File: config.mk
export PLATFORM = sky130hd
export DESIGN_NAME = rcpm_top
export DESIGN_NICKNAME = d
export VERILOG_FILES = /design/src/hdl/rcpm_pkg.sv /design/src/hdl/rcpm_core_div.sv /design/src/hdl/rcpm_key_seq.sv /design/src/hdl/rcpm_top.sv
export VERILOG_INCLUDE_DIRS = /design/src /design/src/hdl
export SDC_FILE = /design/constraint.sdc
export NUM_CORES = 1
export LEC_CHECK = 0
export BUFFER_PORTS_ARGS = -buffer_cell sky130_fd_sc_hd__buf_2
export CAP_MARGIN = 20
export CORE_UTILIZATION = 55
export DETAILED_ROUTE_END_ITERATION = 8
export PLACE_DENSITY_LB_ADDON = 0.3
export SYNTH_ARGS = -nofsm -noshare
export SYNTH_HDL_FRONTEND = slang
export SYNTH_SLANG_ARGS = --single-unit
File: constraint.sdc
create_clock -name clock -period 6.7 [get_ports clock]
set_clock_uncertainty 0.05 [all_clocks]
set_input_delay 0.67 -clock clock [delete_from_list [all_inputs] [get_ports clock]]
set_output_delay 0.67 -clock clock [all_outputs]
set_load 0.005 [all_outputs]
File: src/hdl/rcpm_regs.svh
// register addresses, field positions, reset values and counts for the reset/clock/power manager
`ifndef RCPM_REGS_SVH
`define RCPM_REGS_SVH

// ----------------------------------------------------------------
// register byte addresses
// ----------------------------------------------------------------
`define RCPM_ADDR_FLAGS       32'hffff0230
`define RCPM_ADDR_CLEAR       32'hffff0234
`define RCPM_ADDR_PKEY1       32'hffff0404
`define RCPM_ADDR_PCTRL       32'hffff0408
`define RCPM_ADDR_PKEY2       32'hffff040c
`define RCPM_ADDR_CKEY1       32'hffff0410
`define RCPM_ADDR_CSEL        32'hffff0414
`define RCPM_ADDR_CKEY2       32'hffff0418

// ----------------------------------------------------------------
// unlock key values
// ----------------------------------------------------------------
`define RCPM_PKEY1_VAL        8'h01
`define RCPM_PKEY2_VAL        8'hf4
`define RCPM_CKEY1_VAL        8'haa
`define RCPM_CKEY2_VAL        8'h55

// ----------------------------------------------------------------
// field positions
// ----------------------------------------------------------------
`define RCPM_FLAG_POR         0
`define RCPM_FLAG_WDT         1
`define RCPM_FLAG_SW          2
`define RCPM_FLAG_EXT         3
`define RCPM_PC_CORE          3
`define RCPM_PC_PERIPH        4
`define RCPM_PC_PLL           5
`define RCPM_PC_XTAL          6
`define RCPM_CSEL_EXTERNAL    2'h2

// ----------------------------------------------------------------
// reset values and counts
// ----------------------------------------------------------------
`define RCPM_FLAGS_POR_VAL    4'h1
`define RCPM_PC_RESET         8'h7b
`define RCPM_PC_WAKE_MASK     8'h38
`define RCPM_PC_WR_MASK       8'h7f
`define RCPM_CSEL_RESET       2'h0
`define RCPM_RST_HOLD         8'h10

`endif

File: src/hdl/rcpm_pkg.sv
// types shared by the reset/clock/power manager
package rcpm_pkg;

    // unlock sequence tracker states
    typedef enum logic [2:0] {
        KS_IDLE = 3'h1,
        KS_KEY1 = 3'h2,
        KS_HELD = 3'h4
    } rcpm_key_state_t;

    // power mode codes, {xtal, pll, periph, core}
    typedef enum logic [3:0] {
        PM_ACTIVE = 4'hf,
        PM_PAUSE  = 4'he,
        PM_NAP    = 4'hc,
        PM_SLEEP  = 4'h8,
        PM_STOP   = 4'h0
    } rcpm_pmode_t;

endpackage

File: src/hdl/rcpm_core_div.sv
// binary divider of the pll system clock strobe
`timescale 1ns/1ps
module rcpm_core_div import rcpm_pkg::*; (
    // clock and reset
    input wire logic clock,
    input wire logic rst_n,
    input wire logic srst,
    // divider
    input wire logic tick_in,
    input wire logic [2:0] div_sel,
    output logic tick_out
);
    logic [6:0] cnt_reg;
    logic [6:0] cnt_next;
    wire [6:0] mask = 7'((8'h01 << div_sel) - 8'h01);
    wire wrap = tick_in & ((cnt_reg & mask) == mask);

    assign cnt_next = srst ? 7'h00 : (wrap ? 7'h00 : (tick_in ? 7'(cnt_reg + 7'h01) : cnt_reg));

    always_ff @(posedge clock or negedge rst_n) begin
        if (!rst_n) begin
            cnt_reg <= 7'h00;
            tick_out <= 1'b0;
        end else begin
            cnt_reg <= cnt_next;
            tick_out <= wrap & ~srst;
        end
    end
endmodule // rcpm_core_div

File: src/hdl/rcpm_key_seq.sv
// key-protected write sequencer: key1, target write, key2
`timescale 1ns/1ps
module rcpm_key_seq import rcpm_pkg::*; #(
    parameter logic [31:0] KEY1_ADDR = 32'h0,
    parameter logic [31:0] TARGET_ADDR = 32'h4,
    parameter logic [31:0] KEY2_ADDR = 32'h8,
    parameter logic [7:0] KEY1_VAL = 8'h00,
    parameter logic [7:0] KEY2_VAL = 8'h00
) (
    // clock and reset
    input wire logic clock,
    input wire logic rst_n,
    input wire logic srst,
    // completed bus writes
    input wire logic wr_en,
    input wire logic [31:0] wr_addr,
    input wire logic [7:0] wr_data,
    // accepted update
    output logic commit,
    output logic [7:0] commit_data
);
    rcpm_key_state_t state_reg;
    rcpm_key_state_t state_next;
    logic [7:0] held_reg;
    wire key1_ok = wr_en & (wr_addr == KEY1_ADDR) & (wr_data == KEY1_VAL);
    wire tgt_wr = wr_en & (wr_addr == TARGET_ADDR);
    wire key2_ok = wr_en & (wr_addr == KEY2_ADDR) & (wr_data == KEY2_VAL);

    // any other write in between breaks the sequence; a correct key1 write starts it over
    always_comb begin
        state_next = state_reg;
        case (state_reg)
            KS_IDLE: if (key1_ok) state_next = KS_KEY1;
            KS_KEY1: if (wr_en) state_next = tgt_wr ? KS_HELD : (key1_ok ? KS_KEY1 : KS_IDLE);
            KS_HELD: if (wr_en) state_next = key1_ok ? KS_KEY1 : KS_IDLE;
            default: state_next = KS_IDLE;
        endcase
        if (srst) state_next = KS_IDLE;
    end

    always_ff @(posedge clock or negedge rst_n) begin
        if (!rst_n) begin
            state_reg <= KS_IDLE;
            held_reg <= 8'h00;
            commit <= 1'b0;
            commit_data <= 8'h00;
        end else begin
            state_reg <= state_next;
            if (state_reg == KS_KEY1 && tgt_wr) held_reg <= wr_data;
            commit <= ~srst & (state_reg == KS_HELD) & key2_ok;
            commit_data <= held_reg;
        end
    end
endmodule // rcpm_key_seq

File: src/hdl/rcpm_top.sv
// reset source tracking, core clock divider and power mode control with apb registers
//
// Behaviour
// - power-on reset sets flag bit 0
// - watchdog timeout sets flag bit 1
// - external reset pin sets flag bit 3
// - writing flag bit 2 causes software reset
// - write-only clear register clears matching flags
// - flag bits 7 to 4 read zero
// - clear write keeping software flag resets again
// - all resets restore power and clock select registers; flags and watchdog only on por
// - system clock from pll at 10.24 MHz
// - core clock is system clock over 2^divider
// - divider field resets to 3
// - clock source select picks pll reference
// - power control needs key before and after
// - control bits 6 to 3 select mode
// - modes gate domains cumulatively, interrupts stay
// - wake-up sets core, peripheral, pll enables
`timescale 1ns/1ps
`include "rcpm_regs.svh"
module rcpm_top import rcpm_pkg::*; (
    // clock and reset
    input wire logic clock,
    input wire logic rstn,
    // apb slave
    input wire logic psel,
    input wire logic penable,
    input wire logic pwrite,
    input wire logic [31:0] paddr,
    input wire logic [31:0] pwdata,
    output logic [31:0] prdata,
    output logic pready,
    output logic pslverr,
    // reset sources and wake-up
    input wire logic wdt_timeout,
    input wire logic ext_reset_n,
    input wire logic wake_event,
    // pll system clock edge strobe
    input wire logic pll_system_clock_tick,
    // reset outputs
    output logic sys_reset_n,
    output logic wdt_reset_n,
    output logic boot_kernel_start,
    // clock and power outputs
    output logic core_clock_tick,
    output logic core_enable,
    output logic periph_enable,
    output logic pll_enable,
    output logic xtal_enable,
    output logic pll_ref_external,
    output logic ext_irq_enable,
    output logic [3:0] power_mode
);

    // ----------------------------------------------------------------
    // reset synchroniser
    // ----------------------------------------------------------------
    logic [1:0] rst_pipe_reg;
    wire rst_sync_n = rst_pipe_reg[1];

    always_ff @(posedge clock or negedge rstn) begin
        if (!rstn) rst_pipe_reg <= 2'b00;
        else rst_pipe_reg <= {rst_pipe_reg[0], 1'b1};
    end

    // ----------------------------------------------------------------
    // apb decode
    // ----------------------------------------------------------------
    logic [3:0] flags_reg;
    logic [3:0] flags_next;
    logic [7:0] pc_reg;
    logic [7:0] pc_next;
    logic [1:0] csel_reg;
    logic [1:0] csel_next;

    wire setup_phase = psel & ~penable;
    wire wr_commit = psel & penable & pready & pwrite;
    wire sel_flags = (paddr == `RCPM_ADDR_FLAGS);
    wire sel_clear = (paddr == `RCPM_ADDR_CLEAR);
    wire sel_pctrl = (paddr == `RCPM_ADDR_PCTRL);
    wire sel_csel = (paddr == `RCPM_ADDR_CSEL);
    wire sel_keys = (paddr == `RCPM_ADDR_PKEY1) | (paddr == `RCPM_ADDR_PKEY2)
                  | (paddr == `RCPM_ADDR_CKEY1) | (paddr == `RCPM_ADDR_CKEY2);
    wire addr_hit = sel_flags | sel_clear | sel_pctrl | sel_csel | sel_keys;
    // write-only registers read back as zero
    wire [31:0] rd_mux = sel_flags ? {28'h0000000, flags_reg}
                       : sel_pctrl ? {24'h000000, pc_reg}
                       : sel_csel ? {30'h0, csel_reg}
                       : 32'h00000000;

    // zero-wait answer: pready registered from the setup phase
    always_ff @(posedge clock or negedge rst_sync_n) begin
        if (!rst_sync_n) begin
            pready <= 1'b0;
            prdata <= 32'h00000000;
            pslverr <= 1'b0;
        end else begin
            pready <= setup_phase;
            prdata <= (setup_phase & ~pwrite) ? rd_mux : 32'h00000000;
            pslverr <= setup_phase & ~addr_hit;
        end
    end

    // ----------------------------------------------------------------
    // reset source flags
    // ----------------------------------------------------------------
    wire flags_wr = wr_commit & sel_flags;
    wire clear_wr = wr_commit & sel_clear;
    wire sw_req = (flags_wr & pwdata[`RCPM_FLAG_SW])
                | (clear_wr & flags_reg[`RCPM_FLAG_SW] & ~pwdata[`RCPM_FLAG_SW]);
    wire [3:0] flag_set = {~ext_reset_n, sw_req, wdt_timeout, 1'b0};
    wire [3:0] flag_clr = clear_wr ? pwdata[3:0] : 4'h0;

    // set wins over a clear in the same cycle
    assign flags_next = (flags_reg & ~flag_clr) | flag_set;

    // only the power-on reset touches the flags
    always_ff @(posedge clock or negedge rst_sync_n) begin
        if (!rst_sync_n) flags_reg <= `RCPM_FLAGS_POR_VAL;
        else flags_reg <= flags_next;
    end

    // ----------------------------------------------------------------
    // reset generator
    // ----------------------------------------------------------------
    logic [7:0] hold_cnt_reg;
    logic [7:0] hold_cnt_next;
    wire hw_req = wdt_timeout | ~ext_reset_n | sw_req;
    wire sys_reset_n_next = (hold_cnt_next == 8'h00);
    wire srst = ~sys_reset_n;

    assign hold_cnt_next = hw_req ? `RCPM_RST_HOLD
                         : (hold_cnt_reg != 8'h00) ? 8'(hold_cnt_reg - 8'h01) : 8'h00;

    always_ff @(posedge clock or negedge rst_sync_n) begin
        if (!rst_sync_n) begin
            hold_cnt_reg <= `RCPM_RST_HOLD;
            sys_reset_n <= 1'b0;
            boot_kernel_start <= 1'b0;
            wdt_reset_n <= 1'b0;
        end else begin
            hold_cnt_reg <= hold_cnt_next;
            sys_reset_n <= sys_reset_n_next;
            boot_kernel_start <= sys_reset_n_next & ~sys_reset_n;
            wdt_reset_n <= 1'b1;
        end
    end

    // ----------------------------------------------------------------
    // key-protected power control and clock source select
    // ----------------------------------------------------------------
    logic pow_commit;
    logic [7:0] pow_data;
    logic csel_commit;
    logic [7:0] csel_data;

    rcpm_key_seq #(
        .KEY1_ADDR(`RCPM_ADDR_PKEY1),
        .TARGET_ADDR(`RCPM_ADDR_PCTRL),
        .KEY2_ADDR(`RCPM_ADDR_PKEY2),
        .KEY1_VAL(`RCPM_PKEY1_VAL),
        .KEY2_VAL(`RCPM_PKEY2_VAL)
    ) u_pow_keys (
        .clock(clock),
        .rst_n(rst_sync_n),
        .srst(srst),
        .wr_en(wr_commit),
        .wr_addr(paddr),
        .wr_data(pwdata[7:0]),
        .commit(pow_commit),
        .commit_data(pow_data)
    );

    rcpm_key_seq #(
        .KEY1_ADDR(`RCPM_ADDR_CKEY1),
        .TARGET_ADDR(`RCPM_ADDR_CSEL),
        .KEY2_ADDR(`RCPM_ADDR_CKEY2),
        .KEY1_VAL(`RCPM_CKEY1_VAL),
        .KEY2_VAL(`RCPM_CKEY2_VAL)
    ) u_csel_keys (
        .clock(clock),
        .rst_n(rst_sync_n),
        .srst(srst),
        .wr_en(wr_commit),
        .wr_addr(paddr),
        .wr_data(pwdata[7:0]),
        .commit(csel_commit),
        .commit_data(csel_data)
    );

    // wake-up is or-ed in last so it beats a commit in the same cycle
    wire [7:0] pc_upd = pow_commit ? (pow_data & `RCPM_PC_WR_MASK) : pc_reg;
    wire [7:0] pc_wake = wake_event ? `RCPM_PC_WAKE_MASK : 8'h00;

    assign pc_next = srst ? `RCPM_PC_RESET : (pc_upd | pc_wake);
    assign csel_next = srst ? `RCPM_CSEL_RESET : (csel_commit ? csel_data[1:0] : csel_reg);

    always_ff @(posedge clock or negedge rst_sync_n) begin
        if (!rst_sync_n) begin
            pc_reg <= `RCPM_PC_RESET;
            csel_reg <= `RCPM_CSEL_RESET;
        end else begin
            pc_reg <= pc_next;
            csel_reg <= csel_next;
        end
    end

    // ----------------------------------------------------------------
    // power mode gating
    // ----------------------------------------------------------------
    // a lower domain stays up while any higher one is on
    wire core_on = pc_reg[`RCPM_PC_CORE];
    wire periph_on = pc_reg[`RCPM_PC_PERIPH] | core_on;
    wire pll_on = pc_reg[`RCPM_PC_PLL] | periph_on;
    wire xtal_on = pc_reg[`RCPM_PC_XTAL] | pll_on;
    wire [3:0] mode_code = {xtal_on, pll_on, periph_on, core_on};
    wire ref_ext = (csel_reg == `RCPM_CSEL_EXTERNAL);
    logic div_tick;

    // core clock strobe only runs while the pll does
    rcpm_core_div u_core_div (
        .clock(clock),
        .rst_n(rst_sync_n),
        .srst(srst),
        .tick_in(pll_system_clock_tick & pll_on),
        .div_sel(pc_reg[2:0]),
        .tick_out(div_tick)
    );

    always_ff @(posedge clock or negedge rst_sync_n) begin
        if (!rst_sync_n) begin
            core_clock_tick <= 1'b0;
            core_enable <= 1'b1;
            periph_enable <= 1'b1;
            pll_enable <= 1'b1;
            xtal_enable <= 1'b1;
            pll_ref_external <= 1'b0;
            ext_irq_enable <= 1'b1;
            power_mode <= PM_ACTIVE;
        end else begin
            core_clock_tick <= div_tick & core_on;
            core_enable <= core_on;
            periph_enable <= periph_on;
            pll_enable <= pll_on;
            xtal_enable <= xtal_on;
            pll_ref_external <= ref_ext & xtal_on;
            ext_irq_enable <= 1'b1;
            power_mode <= mode_code;
        end
    end
endmodule // rcpm_top

# [Word level (Yosys, flattened, before mapping)]
# Index checks and enable logic that the tools add are counted.
[totals] regBits=81 in_bits=73 out_inout_bits=48 elab_cells=150
[classes] n_addsub=3 n_eq_ne=28 shifts=1 n_mux=29 bitwise_logic=55 n_reduce_logical=6
[ops] operator="$eq A32 B32 Y1 const B" count=8
[ops] operator="$mux W8" count=7
[ops] operator="$and A1 B1 Y1" count=31
[ops] operator="$mux W3" count=10
[ops] operator="$mux W7" count=3
[ops] operator="$ne A3 B2 Y1 const B" count=6
[ops] operator="$pmux W3 S3" count=2
[ops] operator="$eq A8 B8 Y1 const B" count=2
[ops] operator="$or A1 B1 Y1" count=13
[ops] operator="$mux W2" count=5
[ops] operator="$eq A8 B1 Y1 const B" count=1
[ops] operator="$eq A8 B7 Y1 const B" count=1
[ops] operator="$logic_not A8 Y1" count=1
[ops] operator="$or A8 B6 Y8" count=1
[ops] operator="$reduce_bool A8 Y1" count=1
[ops] operator="$sub A8 B1 Y8 const B" count=1
[ops] operator="$add A7 B1 Y7 const B" count=1
[ops] operator="$and A7 B7 Y7" count=1
[ops] operator="$eq A7 B7 Y1" count=1
[ops] operator="$shl A1 B3 Y7 const A" count=1
[ops] operator="$sub A7 B1 Y7 const B" count=1
[ops] operator="$eq A3 B1 Y1 const B" count=2
[ops] operator="$eq A3 B2 Y1 const B" count=2
[ops] operator="$eq A3 B3 Y1 const B" count=2
[ops] operator="other kinds (11)" count=18

# [Longest topological paths before layout]
# Gate-level depths: netlist (run 1).
[logic_depth] ltp_word=11 ltp_mapped=7 ltp_nobuf=7

# [Hierarchy]
# A second synthesis (run 1) with hierarchy kept.
[hier_totals] hier_cells=375 hier_area_um2=4304.1
[by_module_without_submodules] module="rcpm_top" instances=1 cells_per_inst=199 area_each_um2=2110.8 seq_area_each_um2=1066.0
[by_module_without_submodules] module="rcpm_key_seq at u_csel_keys" instances=1 cells_per_inst=65 area_each_um2=887.1 seq_area_each_um2=501.7
[by_module_without_submodules] module="rcpm_key_seq at u_pow_keys" instances=1 cells_per_inst=62 area_each_um2=849.6 seq_area_each_um2=501.7
[by_module_without_submodules] module="rcpm_core_div" instances=1 cells_per_inst=49 area_each_um2=456.7 seq_area_each_um2=200.2

# [Least setup slack after synthesis (run 1)]
# Ideal clock, no wire load.
[synth_path] kind="input port to flip-flop" start="in paddr[15]" end="reg u_csel_keys.held_reg[0]" setup_ns=0.128 arrival_ns=2.316 required_time_ns=6.522 setup_slack_ns=4.207 stages=4 n_path_buf=0 path_cell_list="or4_4 -> or4_4 -> nor4_4 -> mux2_1"
[synth_via] elab_chain_cells=3
[synth_rtl] item="start, declared" line_no="rcpm_top.sv:30" rtl="input wire logic [31:0] paddr,"
[synth_rtl] item="$eq A32 B32 Y1" line_no="rcpm_key_seq.sv:26" rtl="wire tgt_wr = wr_en & (wr_addr == TARGET_ADDR);"
[synth_rtl] item="$and A1 B1 Y1" line_no="rcpm_key_seq.sv:26"
[synth_rtl] item="$logic_and A1 B1 Y1" line_no="rcpm_key_seq.sv:49" rtl="if (state_reg == KS_KEY1 && tgt_wr) held_reg <= wr_data;"
[synth_rtl] item="end signal, assigned" line_no="rcpm_key_seq.sv:49"
[synth_rtl] item="end, declared" line_no="rcpm_key_seq.sv:24" rtl="logic [7:0] held_reg;"
# No other way between the ends.
# A chain may end at the register's enable or synchronous reset.

# [Final worst setup path (run 1)]
[layout_path] start="in paddr[8]" end="reg hold_cnt_reg[3]"
[layout_via] elab_chain_cells=7 word_cells_on_any_way=10 classes_between="eq/ne: 2; mux: 1; bitwise: 7"
[layout_rtl] item="$eq A32 B32 Y1 (no line)"
[layout_rtl] item="$and A1 B1 Y1" line_no="rcpm_top.sv:109" rtl="wire clear_wr = wr_commit & sel_clear;"
[layout_rtl] item="$and A1 B1 Y1 (2 in series)" line_no="rcpm_top.sv:111" rtl="| (clear_wr & flags_reg[`RCPM_FLAG_SW] & ~pwdata[`RCPM_FLAG_SW]);"
[layout_rtl] item="$or A1 B1 Y1 (*)" line_no="rcpm_top.sv:110" rtl="wire sw_req = (flags_wr & pwdata[`RCPM_FLAG_SW])"
[layout_rtl] item="$or A1 B1 Y1 (*)" line_no="rcpm_top.sv:129" rtl="wire hw_req = wdt_timeout | ~ext_reset_n | sw_req;"
[layout_rtl] item="$mux W8 (*)" line_no="rcpm_top.sv:133" rtl="assign hold_cnt_next = hw_req ? `RCPM_RST_HOLD"
[layout_rtl] item="named net hold_cnt_next[3]" line_no="rcpm_top.sv:128" rtl="logic [7:0] hold_cnt_next;"
[layout_rtl] item="end signal, assigned" line_no="rcpm_top.sv:138" rtl="hold_cnt_reg <= `RCPM_RST_HOLD;"
[layout_rtl] item="end signal, assigned" line_no="rcpm_top.sv:143" rtl="hold_cnt_reg <= hold_cnt_next;"
[layout_rtl] item="end, declared" line_no="rcpm_top.sv:127" rtl="logic [7:0] hold_cnt_reg;"
# Mark *: on every way through the listed nets, which the timed path passes. The rest lies on a longest branch.

==> impl_metrics.tcl, run 1 <==
set metrics [dict create \
    io_pins 121 \
    synth_xor_area_frac 0.0234 \
    reg2reg_from "hold_cnt_reg[0]$_DFF_PN0_" \
    cp-startpoint "paddr[8]" \
    synth-simple-area-share 0.238 \
    synthCells 351 \
    crit_path_top_delay_cell "nor4_2" \
    gr-total-overflow 0 \
    drtIter0Drc 164 \
    ir_worst_vdd_mv 0.0874 \
    die_h_um 84.4 \
    post_cts_buffers 0 \
    path_cells "buf_2, nor4_1, nand4_1, nor4_2, a211o_1, nor3_1" \
    portBuffers 71 \
    synthArstFlopShare 1.00 \
    rsz0062_at_grt "false" \
    area_growth_pct 13.7 \
    drt_first_pass_iters 6 \
    diodes 0 \
    grt_pass1_vias 2667 \
    worst_path_largest_cell_delay_ns 0.60 \
    cp-start-kind "input port" \
    min_period_ns 2.46 \
    timing.rr.end "boot_kernel_start$_DFF_PN0_" \
    vias 2844 \
    cts_tree "done" \
    die_area_mm2 0.00713 \
    synth_fa_ha_area_frac 0.0100 \
    rrSetupSlack_ns 4.37 \
    place.gp.congestion 0.851 \
    slew_headroom 0.410 \
    hold_viol_final 0 \
    max_slew.worst_pin.slew_ns 0.885 \
    grt_pass1_wl_um 12800 \
    synth_top_family_by_area "simple AND/OR/NAND/NOR gates" \
    period_share 0.367 \
    maxCapViolCount 0 \
    dp_hpwl_um 5550 \
    arrival_ns 2.61 \
    hold_buffers 0 \
    synth_edf_count 0 \
    grt_max_degree 75 \
    failed_checks "design-rule violations" \
    ys_types 55 \
    path_clk_slew_ns 0.07 \
    finalMaxSlewViolations 0 \
    yosys_warnings 0 \
    num_rows 29 \
    outcome "finished, violations left" \
    r2r_cells 6 \
    worst_setup_path_end_kind "register" \
    dp_cells 491 \
    critPathKind "in2reg" \
    min_path_type "in2async" \
    ctsResizeCount 0 \
    die_w_um 84.4 \
    synth_mux_area_frac 0.0539 \
    synth_area_mm2 0.00374 \
    cpLargestDelayFamily "simple AND/OR/NAND/NOR gates" \
    ys_ff_latch 76 \
    clock_path_buffers 2 \
    cts.sinks 76 \
    fmax_mhz 407 \
    start_util 0.579 \
    fin_cells 507 \
    endpoint "hold_cnt_reg[3]$_DFF_PN0_" \
    power_leakage_uw 0.00193 \
    clkLatencyLatePin_ns 0.34 \
    grtUsageTotal 0.234 \
    ctsRootBufferMaster "clkbuf_8" \
    timing.setup.tns_ns 0 \
    cp_max_fo 10 \
    detail-route-antenna-nets 0 \
    final_nets 501 \
    synth-compound-area-share 0.0813 \
    antenna_found_initial 0 \
    synth_seq_area_share 0.513 \
    wl_per_cell_um 14.9 \
    core_region_area_mm2 0.00646 \
    cp.required_ns 6.85 \
    setup_violations 0 \
    drt-total-wl_um 7540 \
    layout-drive-gt1-share 0.258 \
    route.detailed.drc 12 \
    syn_area_per_cell_um2 10.7 \
    worst-path-buf-inv 1 \
    cts_buffers 9 \
    power_density_mw_per_mm2 211 \
    ys.flop_type "dfrtp_1" \
    crit_cells 6 \
    vias_per_cell 5.61 \
    ctsHtreeMaxLevel 3 \
]
placed cells by master (no fill, tap or decap), types with 7 or more instances in the layout:
master | synthesis | layout
conb_1 | 2 | 28
nor3_1 | 21 | 21
dfstp_2 | 14 | 14
dfrtp_1 | 62 | 61
inv_1 | 10 | 10
o21ai_0 | 9 | 9
nand2_1 | 19 | 19
nand4_1 | 11 | 11
nand2b_1 | 7 | 7
a21oi_1 | 7 | 7
nor4_1 | 8 | 8
mux2i_1 | 10 | 10
buf_2 | 1 | 71
mux2_1 | 9 | 9
nor2_1 | 21 | 21
clkbuf_8 | 0 | 12
nand3_1 | 16 | 16
through the flow:
step | total power (uW) | hold slack (ns) | util | area [um^2] | worst slack (ns)
floorplan | 526 | 0.281 | - | 3840 | 4.21
global placement | 544 | 0.288 | 0.626 | 4040 | 3.98
detailed placement | 546 | 0.298 | 0.626 | 4040 | 3.93
CTS | 903 | 0.0290 | 0.658 | 4250 | 4.29
global route | 937 | 0.0240 | 0.658 | 4250 | 4.10
finish | 896 | 0.0456 | 0.658 | 4250 | 4.24
worst min-delay path by stage:
stage	startpoint	depth (start not counted)	to
floorplan	rst_pipe_reg[0]$_DFF_PN0_	0	rst_pipe_reg[1]$_DFF_PN0_
global placement	rst_pipe_reg[0]$_DFF_PN0_	0	rst_pipe_reg[1]$_DFF_PN0_
detailed placement	rst_pipe_reg[0]$_DFF_PN0_	0	rst_pipe_reg[1]$_DFF_PN0_
CTS	rstn	1	rst_pipe_reg[0]$_DFF_PN0_
global route	rstn	1	rst_pipe_reg[0]$_DFF_PN0_
finish	rstn	1	rst_pipe_reg[0]$_DFF_PN0_
cell usage after synthesis (8+ instances only):
cell / number / area [um^2]
nand2_1: 19 / 71.3
nor3_1: 21 / 105
o21ai_0: 9 / 45.0
nor4_1: 8 / 50.1
buf_4: 30 / 225
dfstp_2: 14 / 368
inv_1: 10 / 37.5
nor2_1: 21 / 78.8
nand4_1: 11 / 68.8
mux2i_1: 10 / 100
dfrtp_1: 62 / 1550
mux2_1: 9 / 101
nand3_1: 16 / 80.1
layer usage:
metal | wire length, um | global-route usage
met4 | 127 | 0.0986
met1 | 3150 | 0.308
met5 | 0 | 0
met2 | 3800 | 0.379
met3 | 467 | 0.0531
where the power goes:
part           internal [uW]  switching, uW
Combinational           25.5           42.3
Sequential               465           5.42
Clock                    203            155
Total                    693            202
logic make-up (layout without fill, tap and decap cells):
kind of cell / count (synthesis) / in the layout
compound gates: 45 / 45
xor+xnor: 10 / 10
fa+ha+maj: 3 / 3
buf+inv: 45 / 98
flops: 76 / 76
mux: 19 / 19
other cells: 2 / 28
simple gates: 151 / 151
cell type report:
type	instances	area, um^2
clock buffer	15	176
inverter	10	37.5
clock inverter	1	30.0
multi-input combinational	256	1630
timing repair buffer	72	363
fill	510	2210
sequential	76	1920
tap	77	96.3
worst register-to-register path: cells and delay by family (launching register included):
kind | cells | cell delay (ns)
compound gates | 1 | 0.20
fa+ha+maj | 1 | 0.15
buf+inv | 1 | 0.12
flops | 1 | 0.41
simple gates | 3 | 1.29
Note: power is estimated with default switching activity, not from simulation.
==> run 2, diff against run 1 <==
CORE_UTILIZATION = 51   (was 55)
clock period = 2.4 ns   (was 6.7 ns; I/O delays follow)
==> run 2 against run 1 <==
The run now ends clean; clock power grew to 2.8 times the previous value; power rose to 2.8 times the previous value; global-route usage is 2.5 points lower; largest power group unchanged; hold slack better by 0.018 ns; first-iteration DRC count down 51%; critical path type is now reg2reg; utilization fell by 3.1 points; sequential power rose to 2.8 times the previous value; count of clock-buffer cells in the layout is 2 lower; highest routed layer unchanged.
==> impl_metrics.tcl, run 2 (same netlist as run 1, synthesis figures left out) <==
set metrics [dict create \
    seqPwrFrac 0.518 \
    clkLatencyLatePin_ns 0.34 \
    cp_max_fo 4 \
    critPathKind "reg2reg" \
    outcome "completed" \
    min_period_ns 1.95 \
    layout_setup_ws_ns 0.454 \
    period_share 0.811 \
    p_int_uw 1990 \
    finalMaxSlewViolations 0 \
    final_common_cell "buf_2" \
    hold_buffers 1 \
    antenna_found_initial 0 \
    ctsRootBufferMaster "clkbuf_8" \
    drt_first_pass_iters 5 \
    ctsHtreeMaxLevel 3 \
    path_cells "inv_1, ha_1, or4b_1, nor2_1, nor3_1, a21o_1, nor4_1" \
    fmax_mhz 514 \
    sw_frac_of_total 0.216 \
    route.detailed.drc 0 \
    p_switching_uw 546 \
    die_area_mm2 0.00768 \
    layout-drive-gt1-share 0.268 \
    clock_path_buffers 2 \
    fin_cells 533 \
    setup_violations 0 \
    place.gp.congestion 0.901 \
    detail-route-antenna-nets 0 \
    arrival_ns 2.13 \
    min_path_type "in2reg" \
    dp_cells 517 \
    hold_ws_ns 0.0637 \
    diodes 0 \
    portBuffers 71 \
    dp_hpwl_um 5520 \
    vias_per_cell 5.35 \
    max_slew.worst_pin.slew_ns 0.858 \
    ir_worst_vdd_mv 0.298 \
    power_frac_clock 0.404 \
    timing.setup.tns_ns 0 \
    drt-total-wl_um 7230 \
    wl_per_cell_um 13.6 \
    maxCapViolCount 0 \
    area_growth_pct 16.4 \
    grt_max_degree 75 \
    cts_buffers 9 \
    slew_headroom 0.423 \
    post_cts_buffers 0 \
    pre_cts_slack_ns 0.121 \
    vias 2849 \
    drtIter0Drc 81 \
    grtUsageTotal 0.209 \
    worst_path_largest_cell_delay_ns 0.50 \
    crit_path_top_delay_cell "or4b_1" \
    grt_pass1_wl_um 12200 \
    cts_tree "done" \
    die_w_um 87.6 \
    combPwrFrac 0.078 \
    rsz0062_at_grt "false" \
    start_util 0.538 \
    io_pins 121 \
    power_density_mw_per_mm2 582 \
    num_rows 30 \
    core_region_area_mm2 0.00694 \
    power_leakage_uw 0.00197 \
    path_clk_slew_ns 0.07 \
    worst_setup_path_end_kind "register" \
    grt_pass1_vias 2569 \
    die_h_um 87.6 \
    cts.sinks 76 \
    final_nets 509 \
    p_total_uw 2530 \
    final_cell_mix "71 x buf_2, 61 x dfrtp_1, 28 x conb_1" \
    cp.required_ns 2.58 \
    cp-start-kind "register" \
    gr-total-overflow 0 \
    hold_viol_final 0 \
    ctsResizeCount 0 \
]
## run 2: changes by cell type in the layout (fill, tap and decap cells not counted), sizes merged
cell,previous run,this run
buf,72,79
bufinv,1,2
clkbuf,15,13
dlygate4sd3,0,1
## run 2: through the flow
stage,cell area [um^2],utilization
final,4350,0.627
after global routing,4350,0.627
after CTS,4350,0.627
after detailed placement,4130,0.595
after global placement,4130,0.595
after floorplan,3840,-
## run 2: area by class of cell
| cell class | instances | area, um^2 |
|---|---|---|
| clock buffer | 13 | 149 |
| clock inverter | 2 | 60.1 |
| fill | 558 | 2590 |
| inverter | 10 | 37.5 |
| multi-input combinational | 256 | 1630 |
| sequential | 76 | 1920 |
| tap | 96 | 120 |
| timing repair buffer | 80 | 438 |
## run 2: worst paths after layout
check | endpoint | from | slack [ns] | cells past startpoint
worst max register to register | sys_reset_n$_DFF_PN0_ | hold_cnt_reg[0]$_DFF_PN0_ | 0.45 | 7
min in group asynchronous | rst_pipe_reg[1]$_DFF_PN0_ | rstn | 0.15 | 2
worst min-delay path | pready$_DFF_PN0_ | penable | 0.06 | 2
worst min register to register | csel_reg[1]$_DFFE_PN0P_ | rst_pipe_reg[1]$_DFF_PN0_ | 0.24 | 1
max in group asynchronous | hold_cnt_reg[4]$_DFF_PN1_ | rst_pipe_reg[1]$_DFF_PN0_ | 1.71 | 1
worst max-delay path | sys_reset_n$_DFF_PN0_ | hold_cnt_reg[0]$_DFF_PN0_ | 0.45 | 7
## run 2: critical path, delay by kind of cell, from the launching register on
kind,cells,cell delay (ns)
AOI/OAI and AO/OA,1,0.18
adders and majority gates,1,0.16
buffers and inverters,1,0.12
DFF,1,0.40
and+or+nand+nor,4,0.94
## run 2: per-layer routing
layer	track usage	vias up	part of all wire
li1	-	1363	-
met1	0.274	1350	0.44
met2	0.346	125	0.48
met3	0.0368	11	0.059
met4	0.0849	0	0.020
met5	0	-	0
## run 2: power groups by stage
stage                     logic [uW]  registers (uW)  clock network [uW]
after global placement           191            1330                   0
after global routing             226            1310                1090
final                            197            1310                1020
after CTS                        198            1310                1050
after detailed placement         196            1330                   0
after floorplan                  119            1350                   0
